<file path="src/rtl/sli_pkg.sv">
package sli_pkg;

	// ****************************************************************
	// Register map
	// ****************************************************************
	localparam logic [11:0] ADDR_CTRL = 12'h000;
	localparam logic [11:0] ADDR_COND = 12'h004;
	localparam logic [11:0] ADDR_ALMCNT = 12'h008;
	localparam logic [11:0] ADDR_STATUS = 12'h00C;
	localparam logic [11:0] ADDR_PRIO = 12'h010;

	// ****************************************************************
	// Field positions of the condition and control registers
	// ****************************************************************
	localparam int COND_PWR = 0;
	localparam int COND_ALARM = 1;
	localparam int COND_ALARM_HARD = 2;
	localparam int COND_REMOVAL = 3;
	localparam int COND_INFO = 4;
	localparam int COND_TEACH = 5;
	localparam int COND_HOMEFN = 6;
	localparam int COND_NOIP = 7;
	localparam int COND_BADCFG = 8;
	localparam int COND_DUPIP = 9;
	localparam int COND_SELFTEST = 10;
	localparam int COND_ONLINE = 11;
	localparam int COND_CONN = 12;
	localparam int COND_TIMEOUT = 13;
	localparam int COND_TRAFFIC = 14;
	localparam int COND_SIM = 15;
	localparam int CTRL_INTERLOCK = 0;
	localparam int CTRL_CLEAR = 1;

	// ****************************************************************
	// Reset values and timing
	// ****************************************************************
	localparam logic [31:0] COND_RESET = 32'h0000_0001;
	localparam logic [31:0] ALMCNT_RESET = 32'h0000_0003;
	localparam logic [31:0] PRIO_RESET = 32'h0000_0000;
	localparam int CLK_HZ = 25_000_000;
	localparam int BLINK_MS = 250;
	localparam int BLINK_CYCLES = CLK_HZ / 1000 * BLINK_MS;
	localparam int INTERLOCK_MS = 5000;
	localparam int INTERLOCK_CYCLES = CLK_HZ / 1000 * INTERLOCK_MS;
	localparam int BURST_GAP_PHASES = 4;

	typedef enum {PA_GREEN, PA_ALARM, PA_REMOVAL, PA_REM_WAIT, PA_DOUBLE,
		PA_INTERLOCK, PA_HOMEFN, PA_SIM, PA_OFF} sli_pa_e;

	typedef struct packed {
		logic green;
		logic red;
	} sli_led_s;

	typedef struct packed {
		logic psel;
		logic penable;
		logic pwrite;
		logic [11:0] paddr;
		logic [31:0] pwdata;
	} sli_apb_req_s;

	typedef struct packed {
		logic pready;
		logic pslverr;
		logic [31:0] prdata;
	} sli_apb_rsp_s;

endpackage

</file>
<file path="src/rtl/sli_blink_gen.sv">
`timescale 1ns/10ps
`default_nettype none
module sli_blink_gen
	import sli_pkg::*;
#(
	parameter int PERIOD = BLINK_CYCLES
) (
	input wire logic sys_clk,
	input wire logic rst_n,
	output logic tick,
	output logic phase
);
	if (PERIOD < 1) begin
		$error("PERIOD must be at least one cycle.");
	end

	typedef struct packed {
		logic [31:0] cnt;
		logic tick;
		logic phase;
	} sli_bg_s;

	sli_bg_s st_q;
	sli_bg_s st_d;

	always_comb begin
		st_d = st_q;
		st_d.tick = 1'b0;
		if (st_q.cnt >= 32'(PERIOD - 1)) begin
			st_d.cnt = 32'h0000_0000;
			st_d.tick = 1'b1;
			st_d.phase = ~st_q.phase;
		end else begin
			st_d.cnt = st_q.cnt + 32'h0000_0001;
		end
	end

	always_ff @(posedge sys_clk or negedge rst_n) begin
		if (!rst_n) begin
			st_q <= '0;
		end else begin
			st_q <= st_d;
		end
	end

	assign tick = st_q.tick;
	assign phase = st_q.phase;
endmodule
`default_nettype wire

</file>
<file path="src/rtl/sli_status_led.sv">
`timescale 1ns/10ps
`default_nettype none
// Notes on behaviour
// - Power only: power-alarm steady green.
// - Alarm: red bursts, count set by the alarm count register for both alarm types.
// - Alarm reset returns steady green.
// - Removal blinks green; clear input restores.
// - Information: double-blink both colours together.
// - Teaching or remote: same double-blink pattern.
// - Interlock release blinks both, timed return.
// - Home function executing: both steady.
// - Simulation cycles green, red, both, off.
// - No IP or bad setting: module green blinks.
// - Normal operation: module steady green.
// - Resettable alarm or duplicate IP: red blinks.
// - Unresettable alarm: module steady red.
// - Self-test alternates colours on module, network.
// - Online unconnected: network green blinks.
// - Connected: network steady green.
// - Connection timeout: network red blinks.
// - Duplicate IP steady red; offline dark.
// - Link dark offline, lit online, blinks traffic.
module sli_status_led
	import sli_pkg::*;
#(
	parameter int BLINK_PERIOD = BLINK_CYCLES,
	parameter int INTERLOCK_TIME = INTERLOCK_CYCLES,
	parameter int GAP_PHASES = BURST_GAP_PHASES
) (
	input wire logic sys_clk,
	input wire logic rst_n,
	input wire sli_apb_req_s apbReq,
	output sli_apb_rsp_s apbRsp,
	input wire logic removalClearInput,
	output sli_led_s powerAlarmIndicator,
	output sli_led_s moduleStatusIndicator,
	output sli_led_s networkStatusIndicator,
	output logic linkActivityIndicator
);
	if (GAP_PHASES < 1 || GAP_PHASES > 15) begin
		$error("GAP_PHASES out of range.");
	end
	if (INTERLOCK_TIME < 1) begin
		$error("INTERLOCK_TIME must be positive.");
	end

	// ****************************************************************
	// State
	// ****************************************************************
	typedef struct packed {
		logic [31:0] cond;
		logic [3:0] almCount;
		logic prioDoubleFirst;
		sli_pa_e paState;
		logic [5:0] burstPos;
		logic [31:0] ilkCnt;
		logic [1:0] simStep;
		sli_apb_rsp_s rsp;
		sli_led_s pa;
		sli_led_s ms;
		sli_led_s ns;
		logic la;
	} sli_st_s;

	sli_st_s st_q;
	sli_st_s st_d;
	logic tick;
	logic phase;

	// One shared time base keeps every blinking element in step.
	sli_blink_gen #(
		.PERIOD(BLINK_PERIOD)
	) u_blink (
		.sys_clk(sys_clk),
		.rst_n(rst_n),
		.tick(tick),
		.phase(phase)
	);

	function automatic logic isAddr(input logic [11:0] a, input logic [11:0] r);
		return a == r;
	endfunction

	logic apbAccess;
	logic apbWrite;
	logic [31:0] c;
	logic doubleReq;
	logic [5:0] burstLen;
	logic burstOn;

	assign apbAccess = apbReq.psel && apbReq.penable && !st_q.rsp.pready;
	assign apbWrite = apbAccess && apbReq.pwrite;
	assign c = st_q.cond;
	assign doubleReq = c[COND_INFO] || c[COND_TEACH];

	always_comb begin
		st_d = st_q;
		st_d.rsp.pready = 1'b0;
		st_d.rsp.pslverr = 1'b0;
		burstLen = 6'h00;
		burstOn = 1'b0;

		// ************************************************************
		// APB slave: one wait state, unmapped addresses answer with an error.
		// ************************************************************
		if (apbAccess) begin
			st_d.rsp.pready = 1'b1;
			st_d.rsp.prdata = 32'h0000_0000;
			if (isAddr(apbReq.paddr, ADDR_COND)) begin
				st_d.rsp.prdata = c;
				if (apbReq.pwrite) begin
					st_d.cond = apbReq.pwdata;
				end
			end else if (isAddr(apbReq.paddr, ADDR_ALMCNT)) begin
				st_d.rsp.prdata = {28'h0000000, st_q.almCount};
				if (apbReq.pwrite) begin
					st_d.almCount = apbReq.pwdata[3:0];
				end
			end else if (isAddr(apbReq.paddr, ADDR_PRIO)) begin
				st_d.rsp.prdata = {31'h0, st_q.prioDoubleFirst};
				if (apbReq.pwrite) begin
					st_d.prioDoubleFirst = apbReq.pwdata[0];
				end
			end else if (isAddr(apbReq.paddr, ADDR_STATUS)) begin
				st_d.rsp.prdata = {16'h0000, 4'(st_q.paState), 2'h0, st_q.la,
					st_q.ns, st_q.ms, st_q.pa, st_q.simStep, 1'b0};
			end else if (isAddr(apbReq.paddr, ADDR_CTRL)) begin
				st_d.rsp.prdata = 32'h0000_0000;
			end else begin
				st_d.rsp.pslverr = 1'b1;
			end
		end

		// ************************************************************
		// Power-alarm sequencing.
		// ************************************************************
		if (tick) begin
			st_d.burstPos = st_q.burstPos + 6'h01;
			st_d.simStep = st_q.simStep + 2'h1;
		end
		if (st_q.paState == PA_ALARM) begin
			burstLen = 6'({2'b00, st_q.almCount} << 1);
		end else begin
			burstLen = 6'h04;
		end
		// Six bits hold the longest burst plus the longest gap, so the wrap test never overflows.
		if (tick && st_q.burstPos >= burstLen + 6'(GAP_PHASES) - 6'h01) begin
			st_d.burstPos = 6'h00;
		end
		burstOn = (st_q.burstPos < burstLen) && !st_q.burstPos[0];

		if (st_q.ilkCnt != 32'h0000_0000) begin
			st_d.ilkCnt = st_q.ilkCnt - 32'h0000_0001;
		end
		if (apbWrite && isAddr(apbReq.paddr, ADDR_CTRL) && apbReq.pwdata[CTRL_INTERLOCK]) begin
			st_d.ilkCnt = 32'(INTERLOCK_TIME);
		end

		if (!c[COND_PWR]) begin
			st_d.paState = PA_OFF;
		end else if (c[COND_SIM]) begin
			st_d.paState = PA_SIM;
		end else if (c[COND_ALARM] || c[COND_ALARM_HARD]) begin
			st_d.paState = PA_ALARM;
		end else if (c[COND_REMOVAL]) begin
			st_d.paState = PA_REMOVAL;
		end else if (st_q.paState == PA_REMOVAL || st_q.paState == PA_REM_WAIT) begin
			st_d.paState = removalClearInput ? PA_GREEN : PA_REM_WAIT;
		end else if (st_q.prioDoubleFirst && doubleReq) begin
			st_d.paState = PA_DOUBLE;
		end else if (st_q.ilkCnt != 32'h0000_0000) begin
			st_d.paState = PA_INTERLOCK;
		end else if (c[COND_HOMEFN]) begin
			st_d.paState = PA_HOMEFN;
		end else if (doubleReq) begin
			st_d.paState = PA_DOUBLE;
		end else begin
			st_d.paState = PA_GREEN;
		end

		case (st_q.paState)
			PA_GREEN: st_d.pa = '{green: 1'b1, red: 1'b0};
			PA_ALARM: st_d.pa = '{green: 1'b0, red: burstOn};
			PA_REMOVAL: st_d.pa = '{green: phase, red: 1'b0};
			PA_REM_WAIT: st_d.pa = '{green: 1'b0, red: 1'b0};
			PA_DOUBLE: st_d.pa = '{green: burstOn, red: burstOn};
			PA_INTERLOCK: st_d.pa = '{green: phase, red: phase};
			PA_HOMEFN: st_d.pa = '{green: 1'b1, red: 1'b1};
			PA_SIM: st_d.pa = '{green: !st_q.simStep[0],
				red: st_q.simStep == 2'h1 || st_q.simStep == 2'h2};
			PA_OFF: st_d.pa = '{green: 1'b0, red: 1'b0};
			default: st_d.pa = '{green: 1'b0, red: 1'b0};
		endcase

		// ************************************************************
		// Module and network status.
		// ************************************************************
		if (!c[COND_PWR]) begin
			st_d.ms = '{green: 1'b0, red: 1'b0};
		end else if (c[COND_SELFTEST]) begin
			st_d.ms = '{green: phase, red: !phase};
		end else if (c[COND_ALARM_HARD]) begin
			st_d.ms = '{green: 1'b0, red: 1'b1};
		end else if (c[COND_ALARM] || c[COND_DUPIP]) begin
			st_d.ms = '{green: 1'b0, red: phase};
		end else if (c[COND_NOIP] || c[COND_BADCFG]) begin
			st_d.ms = '{green: phase, red: 1'b0};
		end else begin
			st_d.ms = '{green: 1'b1, red: 1'b0};
		end

		if (!c[COND_PWR]) begin
			st_d.ns = '{green: 1'b0, red: 1'b0};
		end else if (c[COND_SELFTEST]) begin
			st_d.ns = '{green: phase, red: !phase};
		end else if (c[COND_DUPIP]) begin
			st_d.ns = '{green: 1'b0, red: 1'b1};
		end else if (!c[COND_ONLINE]) begin
			st_d.ns = '{green: 1'b0, red: 1'b0};
		end else if (c[COND_TIMEOUT]) begin
			st_d.ns = '{green: 1'b0, red: phase};
		end else if (c[COND_CONN]) begin
			st_d.ns = '{green: 1'b1, red: 1'b0};
		end else begin
			st_d.ns = '{green: phase, red: 1'b0};
		end

		if (!c[COND_PWR] || !c[COND_ONLINE]) begin
			st_d.la = 1'b0;
		end else if (c[COND_TRAFFIC]) begin
			st_d.la = phase;
		end else begin
			st_d.la = 1'b1;
		end

		// The clear strobe drops the software-cleared events in one write.
		if (apbWrite && isAddr(apbReq.paddr, ADDR_CTRL) && apbReq.pwdata[CTRL_CLEAR]) begin
			st_d.cond[COND_ALARM] = 1'b0;
			st_d.cond[COND_INFO] = 1'b0;
		end
	end

	always_ff @(posedge sys_clk or negedge rst_n) begin
		if (!rst_n) begin
			st_q <= '0;
			st_q.cond <= COND_RESET;
			st_q.almCount <= ALMCNT_RESET[3:0];
			st_q.prioDoubleFirst <= PRIO_RESET[0];
			st_q.paState <= PA_GREEN;
		end else begin
			st_q <= st_d;
		end
	end

	assign apbRsp = st_q.rsp;
	assign powerAlarmIndicator = st_q.pa;
	assign moduleStatusIndicator = st_q.ms;
	assign networkStatusIndicator = st_q.ns;
	assign linkActivityIndicator = st_q.la;

	// ****************************************************************
	// Checks
	// ****************************************************************
	a_green_idle: assert property (@(posedge sys_clk) disable iff (!rst_n)
		rst_n && st_q.paState == PA_GREEN
		|=> powerAlarmIndicator == sli_led_s'{green: 1'b1, red: 1'b0})
		else $error("Idle power indicator not steady green.");
	a_alarm_green_dark: assert property (@(posedge sys_clk) disable iff (!rst_n)
		st_q.paState == PA_ALARM |=> !powerAlarmIndicator.green)
		else $error("Green lit during alarm.");
	a_removal_red_dark: assert property (@(posedge sys_clk) disable iff (!rst_n)
		st_q.paState == PA_REMOVAL |=> !powerAlarmIndicator.red)
		else $error("Red lit during power removal.");
	a_home_both_lit: assert property (@(posedge sys_clk) disable iff (!rst_n)
		st_q.paState == PA_HOMEFN |=> powerAlarmIndicator.green && powerAlarmIndicator.red)
		else $error("Home function not showing both colours.");
	a_hard_alarm_red: assert property (@(posedge sys_clk) disable iff (!rst_n)
		c[COND_PWR] && !c[COND_SELFTEST] && c[COND_ALARM_HARD] && $stable(c)
		|=> moduleStatusIndicator == sli_led_s'{green: 1'b0, red: 1'b1})
		else $error("Unresettable alarm not steady red.");
	a_selftest_alternate: assert property (@(posedge sys_clk) disable iff (!rst_n)
		c[COND_PWR] && c[COND_SELFTEST] |=> moduleStatusIndicator.green != moduleStatusIndicator.red)
		else $error("Self-test colours not alternating.");
	a_offline_ns_dark: assert property (@(posedge sys_clk) disable iff (!rst_n)
		!c[COND_ONLINE] && !c[COND_DUPIP] && !c[COND_SELFTEST] && $stable(c)
		|=> networkStatusIndicator == sli_led_s'{green: 1'b0, red: 1'b0})
		else $error("Network indicator lit while offline.");
	a_link_online_lit: assert property (@(posedge sys_clk) disable iff (!rst_n)
		c[COND_PWR] && c[COND_ONLINE] && !c[COND_TRAFFIC] && $stable(c) |=> linkActivityIndicator)
		else $error("Link indicator dark while online and idle.");
	a_double_together: assert property (@(posedge sys_clk) disable iff (!rst_n)
		st_q.paState == PA_DOUBLE |=> powerAlarmIndicator.green == powerAlarmIndicator.red)
		else $error("Double blink colours not together.");
	a_interlock_together: assert property (@(posedge sys_clk) disable iff (!rst_n)
		st_q.paState == PA_INTERLOCK |=> powerAlarmIndicator.green == powerAlarmIndicator.red)
		else $error("Interlock blink colours not together.");
	a_removal_wait_dark: assert property (@(posedge sys_clk) disable iff (!rst_n)
		st_q.paState == PA_REM_WAIT |=> !powerAlarmIndicator.green)
		else $error("Green lit before the removal clear input.");

	// The simulation walk must follow green, red, both, dark in that order.
	a_sim_green_only: assert property (@(posedge sys_clk) disable iff (!rst_n)
		st_q.paState == PA_SIM && st_q.simStep == 2'h0
		|=> powerAlarmIndicator == sli_led_s'{green: 1'b1, red: 1'b0})
		else $error("Simulation step zero not green only.");
	a_sim_red_only: assert property (@(posedge sys_clk) disable iff (!rst_n)
		st_q.paState == PA_SIM && st_q.simStep == 2'h1
		|=> powerAlarmIndicator == sli_led_s'{green: 1'b0, red: 1'b1})
		else $error("Simulation step one not red only.");
	a_sim_both_lit: assert property (@(posedge sys_clk) disable iff (!rst_n)
		st_q.paState == PA_SIM && st_q.simStep == 2'h2
		|=> powerAlarmIndicator == sli_led_s'{green: 1'b1, red: 1'b1})
		else $error("Simulation step two not both lit.");
	a_sim_both_dark: assert property (@(posedge sys_clk) disable iff (!rst_n)
		st_q.paState == PA_SIM && st_q.simStep == 2'h3
		|=> powerAlarmIndicator == sli_led_s'{green: 1'b0, red: 1'b0})
		else $error("Simulation step three not dark.");

	// Module and network lamps follow the condition word one edge later.
	a_ms_setting_blink: assert property (@(posedge sys_clk) disable iff (!rst_n)
		c[COND_PWR] && !c[COND_SELFTEST] && !c[COND_ALARM_HARD] && !c[COND_ALARM]
		&& !c[COND_DUPIP] && (c[COND_NOIP] || c[COND_BADCFG])
		|=> !moduleStatusIndicator.red)
		else $error("Module red lit for a setting problem.");
	a_ms_normal_green: assert property (@(posedge sys_clk) disable iff (!rst_n)
		rst_n && c[COND_PWR] && !c[COND_SELFTEST] && !c[COND_ALARM_HARD] && !c[COND_ALARM]
		&& !c[COND_DUPIP] && !c[COND_NOIP] && !c[COND_BADCFG]
		|=> moduleStatusIndicator == sli_led_s'{green: 1'b1, red: 1'b0})
		else $error("Module indicator not steady green in normal operation.");
	a_ms_alarm_blink: assert property (@(posedge sys_clk) disable iff (!rst_n)
		c[COND_PWR] && !c[COND_SELFTEST] && !c[COND_ALARM_HARD] && (c[COND_ALARM] || c[COND_DUPIP])
		|=> !moduleStatusIndicator.green)
		else $error("Module green lit during a resettable fault.");
	a_ns_waiting_green: assert property (@(posedge sys_clk) disable iff (!rst_n)
		c[COND_PWR] && !c[COND_SELFTEST] && !c[COND_DUPIP] && c[COND_ONLINE]
		&& !c[COND_TIMEOUT] && !c[COND_CONN]
		|=> !networkStatusIndicator.red)
		else $error("Network red lit while waiting for a connection.");
	a_ns_connected_green: assert property (@(posedge sys_clk) disable iff (!rst_n)
		c[COND_PWR] && !c[COND_SELFTEST] && !c[COND_DUPIP] && c[COND_ONLINE]
		&& !c[COND_TIMEOUT] && c[COND_CONN]
		|=> networkStatusIndicator == sli_led_s'{green: 1'b1, red: 1'b0})
		else $error("Network indicator not steady green while connected.");
	a_ns_timeout_red: assert property (@(posedge sys_clk) disable iff (!rst_n)
		c[COND_PWR] && !c[COND_SELFTEST] && !c[COND_DUPIP] && c[COND_ONLINE]
		&& c[COND_TIMEOUT]
		|=> !networkStatusIndicator.green)
		else $error("Network green lit after a connection timeout.");
	a_ns_duplicate_red: assert property (@(posedge sys_clk) disable iff (!rst_n)
		c[COND_PWR] && !c[COND_SELFTEST] && c[COND_DUPIP]
		|=> networkStatusIndicator == sli_led_s'{green: 1'b0, red: 1'b1})
		else $error("Network indicator not steady red on a duplicate address.");
	a_link_offline_dark: assert property (@(posedge sys_clk) disable iff (!rst_n)
		!c[COND_ONLINE] |=> !linkActivityIndicator)
		else $error("Link indicator lit while offline.");
endmodule
`default_nettype wire

</file>
<file path="config.mk">
export PLATFORM = sky130hd
export DESIGN_NAME = sli_status_led
export DESIGN_NICKNAME = d
export VERILOG_FILES = /design/src/rtl/sli_pkg.sv /design/src/rtl/sli_blink_gen.sv /design/src/rtl/sli_status_led.sv
export SDC_FILE = /design/constraint.sdc
export NUM_CORES = 1
export LEC_CHECK = 0
export BUFFER_PORTS_ARGS = -buffer_cell sky130_fd_sc_hd__clkbuf_2
export CAP_MARGIN = 20
export CORE_ASPECT_RATIO = 1.1
export CORE_MARGIN = 3
export CORE_UTILIZATION = 28
export DETAILED_ROUTE_END_ITERATION = 6
export SLEW_MARGIN = 20
export SYNTH_ARGS = -nofsm -noshare
export SYNTH_HDL_FRONTEND = slang
export SYNTH_HIERARCHICAL = 1
export SYNTH_SLANG_ARGS = --single-unit
</file>
<file path="constraint.sdc">
create_clock -name sys_clk -period 5 [get_ports sys_clk]
set_clock_uncertainty 0.05 [all_clocks]
set_input_delay 0.75 -clock sys_clk [delete_from_list [all_inputs] [get_ports sys_clk]]
set_output_delay 0.75 -clock sys_clk [all_outputs]
set_load 0.05 [all_outputs]
</file>
# Word level (Yosys, flattened, before mapping)
# Index checks and enable logic that the tools add are counted.
# totals
register_bits	184
input_bits	50
out_inout_bits	41
elab_cells	134
# classes
n_addsub	6
order_cmp	3
n_eq_ne	15
mux	52
bitwise_logic	3
n_reduce_logical	34
# ops
op	count
$eq A32 B3 Y1 const B	6
$mux W32	4
$eq A32 B2 Y1 const B	2
$mux W16	3
$mux W34	1
$add A32 B1 Y32 const B	1
$eq A32 B1 Y1 const B	1
$ge A32 B23 Y1 const B	1
$logic_not A32 Y1	1
$reduce_bool A32 Y1	1
$sub A32 B1 Y32 const B	1
$mux W2	13
$eq A12 B4 Y1 const B	2
$mux W3	8
$mux W5	4
$pmux W2 S7	1
$eq A12 B3 Y1 const B	1
$eq A12 B5 Y1 const B	1
$logic_not A12 Y1	1
$mux W1	12
$mux W4	3
$mux W6	2
$mux W10	1
$reduce_bool A2 Y1	5
15 further kinds	37

# Depth between registers and ports, before layout
# Gate-level depths: netlist of the first run.
# logic_depth
depth_word	10
mapped_depth	10
ltp_nobuf	9

# By module
# Netlist of the first run, hierarchy kept.
# by_module_without_submodules
module	instances	cells_each	area_per_inst_um2	seq_area_each_um2
sli_status_led	1	586	6158.4	3056.7
sli_blink_gen	1	143	1503.9	850.8

# Worst setup path before layout of the first run
# Ideal clock, no wire load.
# synth_path
kind	reg2reg
start	register st_q[81] (netlist name)
end	register st_q[77] (netlist name)
arrival_time_ns	2.579
t_required_ns	4.832
slack_ns	2.253
path_stages_with_launch	11
cell_sequence	dfrtp_1 -> clkbuf_1 -> nor4b_1 -> nand2_1 -> xnor2_1 -> ha_1 -> or3_1 -> o21ai_0 -> a21oi_1 -> o21ai_0 -> a21o_1
# synth_via
elab_chain_len	7
word_cells_on_any_way	8
# synth_rtl
element	line	rtl
from (decl)	sli_status_led.sv:65	sli_st_s st_q;
from (signal assigned)	sli_status_led.sv:251	st_q <= st_d;
$eq A32 B2 Y1 *	sli_status_led.sv:141	if (st_q.paState == PA_ALARM) begin
$mux W5 *	sli_status_led.sv:141	
$add A6 B3 Y6 *	sli_status_led.sv:147	if (tick && st_q.burstPos >= burstLen + 6'(GAP_PHASES) - 6'h01) begin
$sub A6 B1 Y6 *	sli_status_led.sv:147	
$ge A6 B6 Y1 *	sli_status_led.sv:147	
$logic_and A1 B1 Y1 *	sli_status_led.sv:147	
$mux W6 / $reduce_bool A2 Y1 (equally long branches)	n/a	
# Mark *: on every way between the ends. The rest lies on a longest branch, timed or not.
# A chain may end at the register's enable or synchronous reset.

# Final worst setup path of the first run
# layout_path
start	register st_q[48] (netlist name)
end	register st_q[72] (netlist name)
# layout_via
elab_chain_len	3
word_cells_on_any_way	5
# layout_rtl
element	line	rtl
$sub A32 B1 Y32	sli_status_led.sv:153	st_d.ilkCnt = st_q.ilkCnt - 32'h0000_0001;
$mux W32	sli_status_led.sv:152	if (st_q.ilkCnt != 32'h0000_0000) begin
$mux W32	sli_status_led.sv:155	if (apbWrite && isAddr(apbReq.paddr, ADDR_CTRL) && apbReq.pwdata[CTRL_INTERLOCK]) begin
# Several ways; a longest one is shown, not always the timed one. The select of a mux whose other input is x is not followed.

==> results of run 1 <==
## logic make-up after synthesis
logic type      synth area share (%)
mux                             5.96
buf+inv                         6.37
other cells                   0.0489
flops                           51.0
xor+xnor                        2.86
fa+ha+maj                       1.96
simple gates                    19.3
compound gates                  12.5
## sequential cells by signal, indices dropped and copies added, names as in the netlist
name                    flops
linkActivityIndicator       1
u_blink/phase               1
apbRsp                     34
u_blink/st_q               32
networkStatusIndicator      2
u_blink/tick                1
c                          32
st_q                       49
powerAlarmIndicator         2
moduleStatusIndicator       2
## worst max-delay path by stage
| stage | startpoint | slack [ns] | to |
|---|---|---|---|
| 6_report | st_q[48] | 2.07 | st_q[72] |
| 5_1_grt | st_q[46] | 1.86 | st_q[72] |
| 4_1_cts | apbRsp[33] | 1.98 | apbRsp[12] |
| 3_5_place_dp | apbReq[45] | 1.67 | apbRsp[12] |
| 3_3_place_gp | apbReq[39] | 1.64 | apbRsp[7] |
| 2_1_floorplan | st_q[81] | 2.25 | st_q[77] |
## cells in the final DEF (no fill, tap or decap), types with 4 or more instances in the layout
cell         n
or3_1       13
nor2b_1      6
nor3_1      25
nand3_1     26
nand2b_1    10
o21ai_0     26
ha_1        12
xor2_1      10
conb_1       9
and4_1       6
o31ai_1     13
nand4_1     15
xnor2_1     15
inv_6        5
a22o_1      18
a21oi_1     31
nor2_1      45
clkbuf_2    89
or4_1       11
nand2_1     61
nor4_1      10
buf_4        6
nand3b_1     5
and3_1       9
dfrtp_1    153
a31oi_1      6
mux2i_1      4
a22oi_1     13
and2_1       5
inv_1       17
o211ai_1     5
mux2_2      37
clkbuf_16   17
## layout make-up
| type | instances | area, sq um | share of cell area (%) |
|---|---|---|---|
| diodes | 1 | 2.50 | 0.0283 |
| repair buffers | 97 | 517 | 5.84 |
| multi-input cells | 497 | 3320 | 37.5 |
| flip-flops and latches | 156 | 3910 | 44.2 |
| inverters | 17 | 63.8 | 0.721 |
| clock inverters | 14 | 158 | 1.78 |
| well taps | 352 | 440 | 4.98 |
| clock buffers | 18 | 439 | 4.96 |
## per-stage QoR
| stage | area (sq um) | cells | hold WS, ns | util [%] | setup slack, ns |
|---|---|---|---|---|---|
| after CTS | 8830 | 1151 | 0.351 | 33.3 | 1.98 |
| after global routing | 8840 | 1151 | 0.379 | 33.3 | 1.86 |
| after floorplan | 7690 | 737 | 0.384 | - | 2.25 |
| after global placement | 8220 | 1118 | 0.411 | 31.0 | 1.64 |
| final | 8850 | 1152 | 0.319 | 33.3 | 2.07 |
| after detailed placement | 8240 | 1119 | 0.406 | 31.1 | 1.67 |
## power groups by stage
stage	Clock [mW]	Sequential [mW]	Combinational, mW
floorplan	0	1.37	0.137
global placement	0	1.38	0.213
detailed placement	0	1.38	0.218
CTS	1.34	1.36	0.221
global route	1.41	1.37	0.256
finish	1.31	1.36	0.215
## layer usage
layer / wire (um) / vias up
met3: 890 / 15
met2: 8700 / 109
met5: 12 / -
met4: 153 / 2
li1: - / 2722
met1: 7850 / 2802
==> results.json, run 1 <==
{
  "maxCapViolCount": 0,
  "grt_pass1_vias": 5693,
  "netlist.area_leader.share_pct": 50.0,
  "clockRootBuffer": "clkbuf_16",
  "clk_latency_ns": 0.43,
  "final_antenna_net_count": 0,
  "timing_hold_violations_final": 0,
  "r2r_cells": 5,
  "worstReg2RegStart": "st_q[48]",
  "post_drt_wl_per_cell_um": 15.3,
  "synth.most_common_cell": "dfrtp_1",
  "die_w_um": 164,
  "critPathTopFamily": "simple AND/OR/NAND/NOR gates",
  "drt-initial-drc-count": 311,
  "arrival_ns": 3.24,
  "setup_viol": 0,
  "numCtsBuffers": 17,
  "comb_power_share_pct": 7.5,
  "fin_crit_ns": 2.93,
  "path_cells": "or4_4, nor4_2, nand4_1, or4_1, a21oi_1",
  "p_int_mw": 2.15,
  "antenna_found_initial": 1,
  "rows": 62,
  "core_area_sq_um": 26500,
  "slowest_stage": "or4_1",
  "worst-path-max-fanout": 11,
  "syn_avg_cell_area_sq_um": 10.5,
  "use_met1_pct": 16.2,
  "gp_congestion": 0.779,
  "swShare_pct": 25.3,
  "dp_hpwl_um": 12600,
  "post-cts-setup-buffers": 0,
  "drc": 0,
  "power_leakage_nw": 3.85,
  "ys_ff_latch": 156,
  "viasPerCell": 4.90,
  "grt_first_pass_wirelength_um": 29600,
  "hp-class": "input port to asynchronous set/reset pin",
  "outcome": "finished, final reports clean",
  "fillCellCount": 2727,
  "grt_max_degree": 85,
  "critPathKind": "flop to flop",
  "clockBufferDepth": 2,
  "cp.depth": 5,
  "grt_usage_pct": 12.4,
  "initial_core_util_pct": 28.9,
  "syn2layout_area_growth_pct": 15.4,
  "endpoint_kind": "flop",
  "ios": 91,
  "r2r_end": "st_q[72]",
  "fin_total_pwr_mw": 2.88,
  "portBuffers": 90,
  "ys_seq_area_share_pct": 51.0,
  "relSlewSlack_pct": 40.9,
  "cts.sinks": 156,
  "worst_pin_slew_ns": 0.886,
  "synthFlopType": "dfrtp_1",
  "slew_violations": 0,
  "fin_crit_sh_pct": 58.6,
  "grt.busiest_layer": "met2",
  "r2r_slack_ns": 2.07,
  "synth_area_sq_um": 7660,
  "p_seq_share_pct": 47.1,
  "synth_common_cells": "dfrtp_1 (153), nand2_1 (61), nor2_1 (45)",
  "synthTopCellsByArea": "dfrtp_1 (50%), mux2_2 (5.4%), buf_4 (4.0%), nand2_1 (3.0%), nor2_1 (2.2%)",
  "synth_warnings": 6,
  "die_y_um": 180,
  "yosys.area.top_type": "dfrtp_1",
  "worst-path-buf-inv": 0,
  "synth_enable_flop_cells": 0,
  "use_met2_pct": 20.5,
  "cts_resized": 0,
  "h-tree-depth": 4,
  "p_per_area_nw_per_um2": 326,
  "wirelength_um": 17600,
  "critPathRequiredTime_ns": 5.31,
  "final_nets": 848,
  "worstSetupStartpointType": "flop",
  "vias": 5650,
  "async_reset_ff_share_pct": 100,
  "p_clk_share_pct": 45.4,
  "dieArea_sq_um": 29400,
  "fin_tns_setup_ns": 0,
  "fmax_ghz": 0.341,
  "ir_worst_vdd_uv": 193,
  "drive_gt1_share_pct": 23.3,
  "power.net_switching_mw": 0.729,
  "rsz0062_at_grt": "false",
  "cpPeakStageDelay_ns": 0.62,
  "grt_overflow": 0,
  "synth_cell_types": 64,
  "clkTransAtPathRegs_ns": 0.07,
  "cts_tree": "yes",
  "grt.met3_usage_pct": 3.31,
  "synthCells": 729,
  "hold_buffers": 0,
  "dr.pass1.iters": 5
}
No activity file was read; power rests on OpenSTA's default activity.
==> inputs of run 2 (changes only) <==
ABC_AREA = 1   (was not set)
clock period = 3.07 ns   (was 5 ns; I/O delays follow)
==> run 2 against run 1 <==
Against the previous run:
- power up 80%
- critical endpoint is now st_q[76]
- sequential cell count unchanged
- cell count up 20%
- cell area up 6.4%
- clock power up 83%
- maximum frequency up 17%
- highest routed layer unchanged
==> results.json, run 2 <==
{
  "outcome": "finished, final reports clean",
  "portBuffers": 90,
  "fin_crit_ns": 2.51,
  "critPathKind": "flop to flop",
  "synthCells": 942,
  "h-tree-depth": 4,
  "antenna_found_initial": 1,
  "fin_tns_setup_ns": 0,
  "drt-initial-drc-count": 412,
  "rsz0062_at_grt": "false",
  "grt_max_degree": 66,
  "slew_violations": 0,
  "async_reset_ff_share_pct": 100,
  "clockBufferDepth": 2,
  "max_flop_register": "st_q",
  "critPathRequiredTime_ns": 3.31,
  "grt_first_pass_wirelength_um": 30800,
  "initial_core_util_pct": 28.8,
  "ios": 91,
  "hold_buffers": 1,
  "hold_ws_ns": 0.219,
  "ys_ff_latch": 156,
  "arrival_ns": 2.75,
  "grt_usage_pct": 12.2,
  "die_w_um": 169,
  "relSlewSlack_pct": 46.0,
  "cts_resized": 0,
  "drc": 0,
  "fin_crit_sh_pct": 81.9,
  "viasPerCell": 4.47,
  "dr.pass1.iters": 5,
  "final_cell_mix": "nand2_1 (182), dfrtp_1 (153), nor2_1 (134), inv_1 (89), clkbuf_2 (89)",
  "post_drt_wl_per_cell_um": 13.4,
  "largest_register_ffs": 49,
  "final_nets": 1068,
  "core_area_sq_um": 28300,
  "grt_pass1_vias": 5950,
  "power_leakage_nw": 4.30,
  "wirelength_um": 18500,
  "post-cts-setup-buffers": 0,
  "grt_overflow": 0,
  "die_y_um": 185,
  "synth_common_cells": "nand2_1 (182), dfrtp_1 (153), nor2_1 (134)",
  "gp_congestion": 0.849,
  "cts_tree": "yes",
  "synthFlopType": "dfrtp_1",
  "clkTransAtPathRegs_ns": 0.07,
  "synthTopCellsByArea": "dfrtp_1 (47%), nand2_1 (8.4%), nor2_1 (6.2%), inv_1 (4.1%), buf_4 (3.8%)",
  "synth_warnings": 6,
  "drive_gt1_share_pct": 20.4,
  "worst_pin_slew_ns": 0.809,
  "maxCapViolCount": 0,
  "hp-class": "input port to flop",
  "netlist.area_leader.share_pct": 47.0,
  "dieArea_sq_um": 31200,
  "clockRootBuffer": "clkbuf_16",
  "rows": 64,
  "endpoint_kind": "flop",
  "syn2layout_area_growth_pct": 15.4,
  "synth_cell_types": 50,
  "worst-path-max-fanout": 5,
  "timing_hold_violations_final": 0,
  "yosys.area.top_type": "dfrtp_1",
  "ys_seq_area_share_pct": 47.9,
  "numCtsBuffers": 17,
  "final_antenna_net_count": 0,
  "n_antenna_cell": 0,
  "clk_latency_ns": 0.43,
  "cts.sinks": 156,
  "synth_enable_flop_cells": 0,
  "layout_commonest_cell": "nand2_1",
  "syn_avg_cell_area_sq_um": 8.66,
  "ir_worst_vdd_uv": 360,
  "setup_viol": 0,
  "synth.most_common_cell": "nand2_1",
  "worstSetupStartpointType": "flop",
  "synth_area_sq_um": 8150,
  "vias": 6184,
  "dp_hpwl_um": 13800,
  "fmax_ghz": 0.398,
  "p_per_area_nw_per_um2": 552
}
==> run 2: changes by cell type after synthesis, moves of 16 or more <==
cell     before  now
a22o_1       18    0
inv_1        17   89
mux2_2       37    4
mux2_4        0   16
nand2_1      61  182
nor2_1       45  134
nor2_2        0   20
o21ai_0      26   45
xor2_1       10   28
==> run 2: cells by family after synthesis <==
logic type | count (synthesis) | share of synthesized area, %
DFF | 156 | 47.9
AOI/OAI and AO/OA | 102 | 7.15
other | 1 | 0.0460
buffers and inverters | 156 | 9.71
and+or+nand+nor | 457 | 25.7
adders and majority gates | 12 | 1.84
xor gates and xnor gates | 38 | 4.08
muxes | 20 | 3.50
==> run 2: worst max-delay path: stages (launching register included) <==
cell and delay [ns]:
dfrtp_1 0.42, inv_1 0.10, nor3_2 0.29, inv_1 0.10
nor2_2 0.14, nand2_1 0.10, nor2_1 0.13, inv_1 0.07
nand2_1 0.05, nand2_1 0.05, ha_1 0.27, nand2_1 0.07
nor2_1 0.08, o21ai_0 0.09, o211ai_1 0.08, nand2_1 0.12
nand3_1 0.09, o21ai_0 0.09
==> run 2: per-layer routing <==
layer  track usage [%]  wire, um  vias to the layer above
li1                  -         -                     3124
met1              16.5      8650                     2903
met2              20.1      8810                      144
met3              2.77       968                       11
met4              2.49        85                        2
met5                 0        17                        -
==> run 2: path summary, 6_finish.rpt <==
path | from | end | slack [ns] | cells after the start
worst max-delay path | st_q[81] | st_q[76] | 0.56 | 17
worst min-delay path | apbReq[24] | c[24] | 0.22 | 2
worst max register to register | st_q[81] | st_q[76] | 0.56 | 17
worst min register to register | u_blink/st_q[2] | u_blink/st_q[2] | 0.43 | 1
max in group asynchronous | rst_n | c[16] | 1.65 | 3
min in group asynchronous | rst_n | apbRsp[3] | 0.54 | 2
==> run 2: area by class of cell <==
type                            instances  area, sq um
Timing Repair Buffer                   98          532
Multi-Input combinational cell        638         3490
Clock inverter                         15          243
Tap cell                              363          454
Clock buffer                           17          425
Fill cell                            2934        18900
Inverter                               95          357
Sequential cell                       156         3910
==> run 2: power breakdown <==
group          internal, mW  switching (mW)
sequential             2.15          0.0913
combinational         0.186           0.367
clock                  1.48           0.920
total                  3.81            1.38
==> run 2: stage by stage <==
step | setup slack (ns) | instance area [sq um] | total power, mW | utilization [%] | cells
final | 0.556 | 9410 | 5.19 | 33.3 | 1382
after floorplan | 0.894 | 8180 | 2.67 | - | 950
after global placement | 0.670 | 8730 | 2.83 | 30.9 | 1349
after detailed placement | 0.584 | 8730 | 2.84 | 30.9 | 1349
after CTS | 0.562 | 9410 | 5.25 | 33.3 | 1382
after global routing | 0.257 | 9410 | 5.42 | 33.3 | 1382
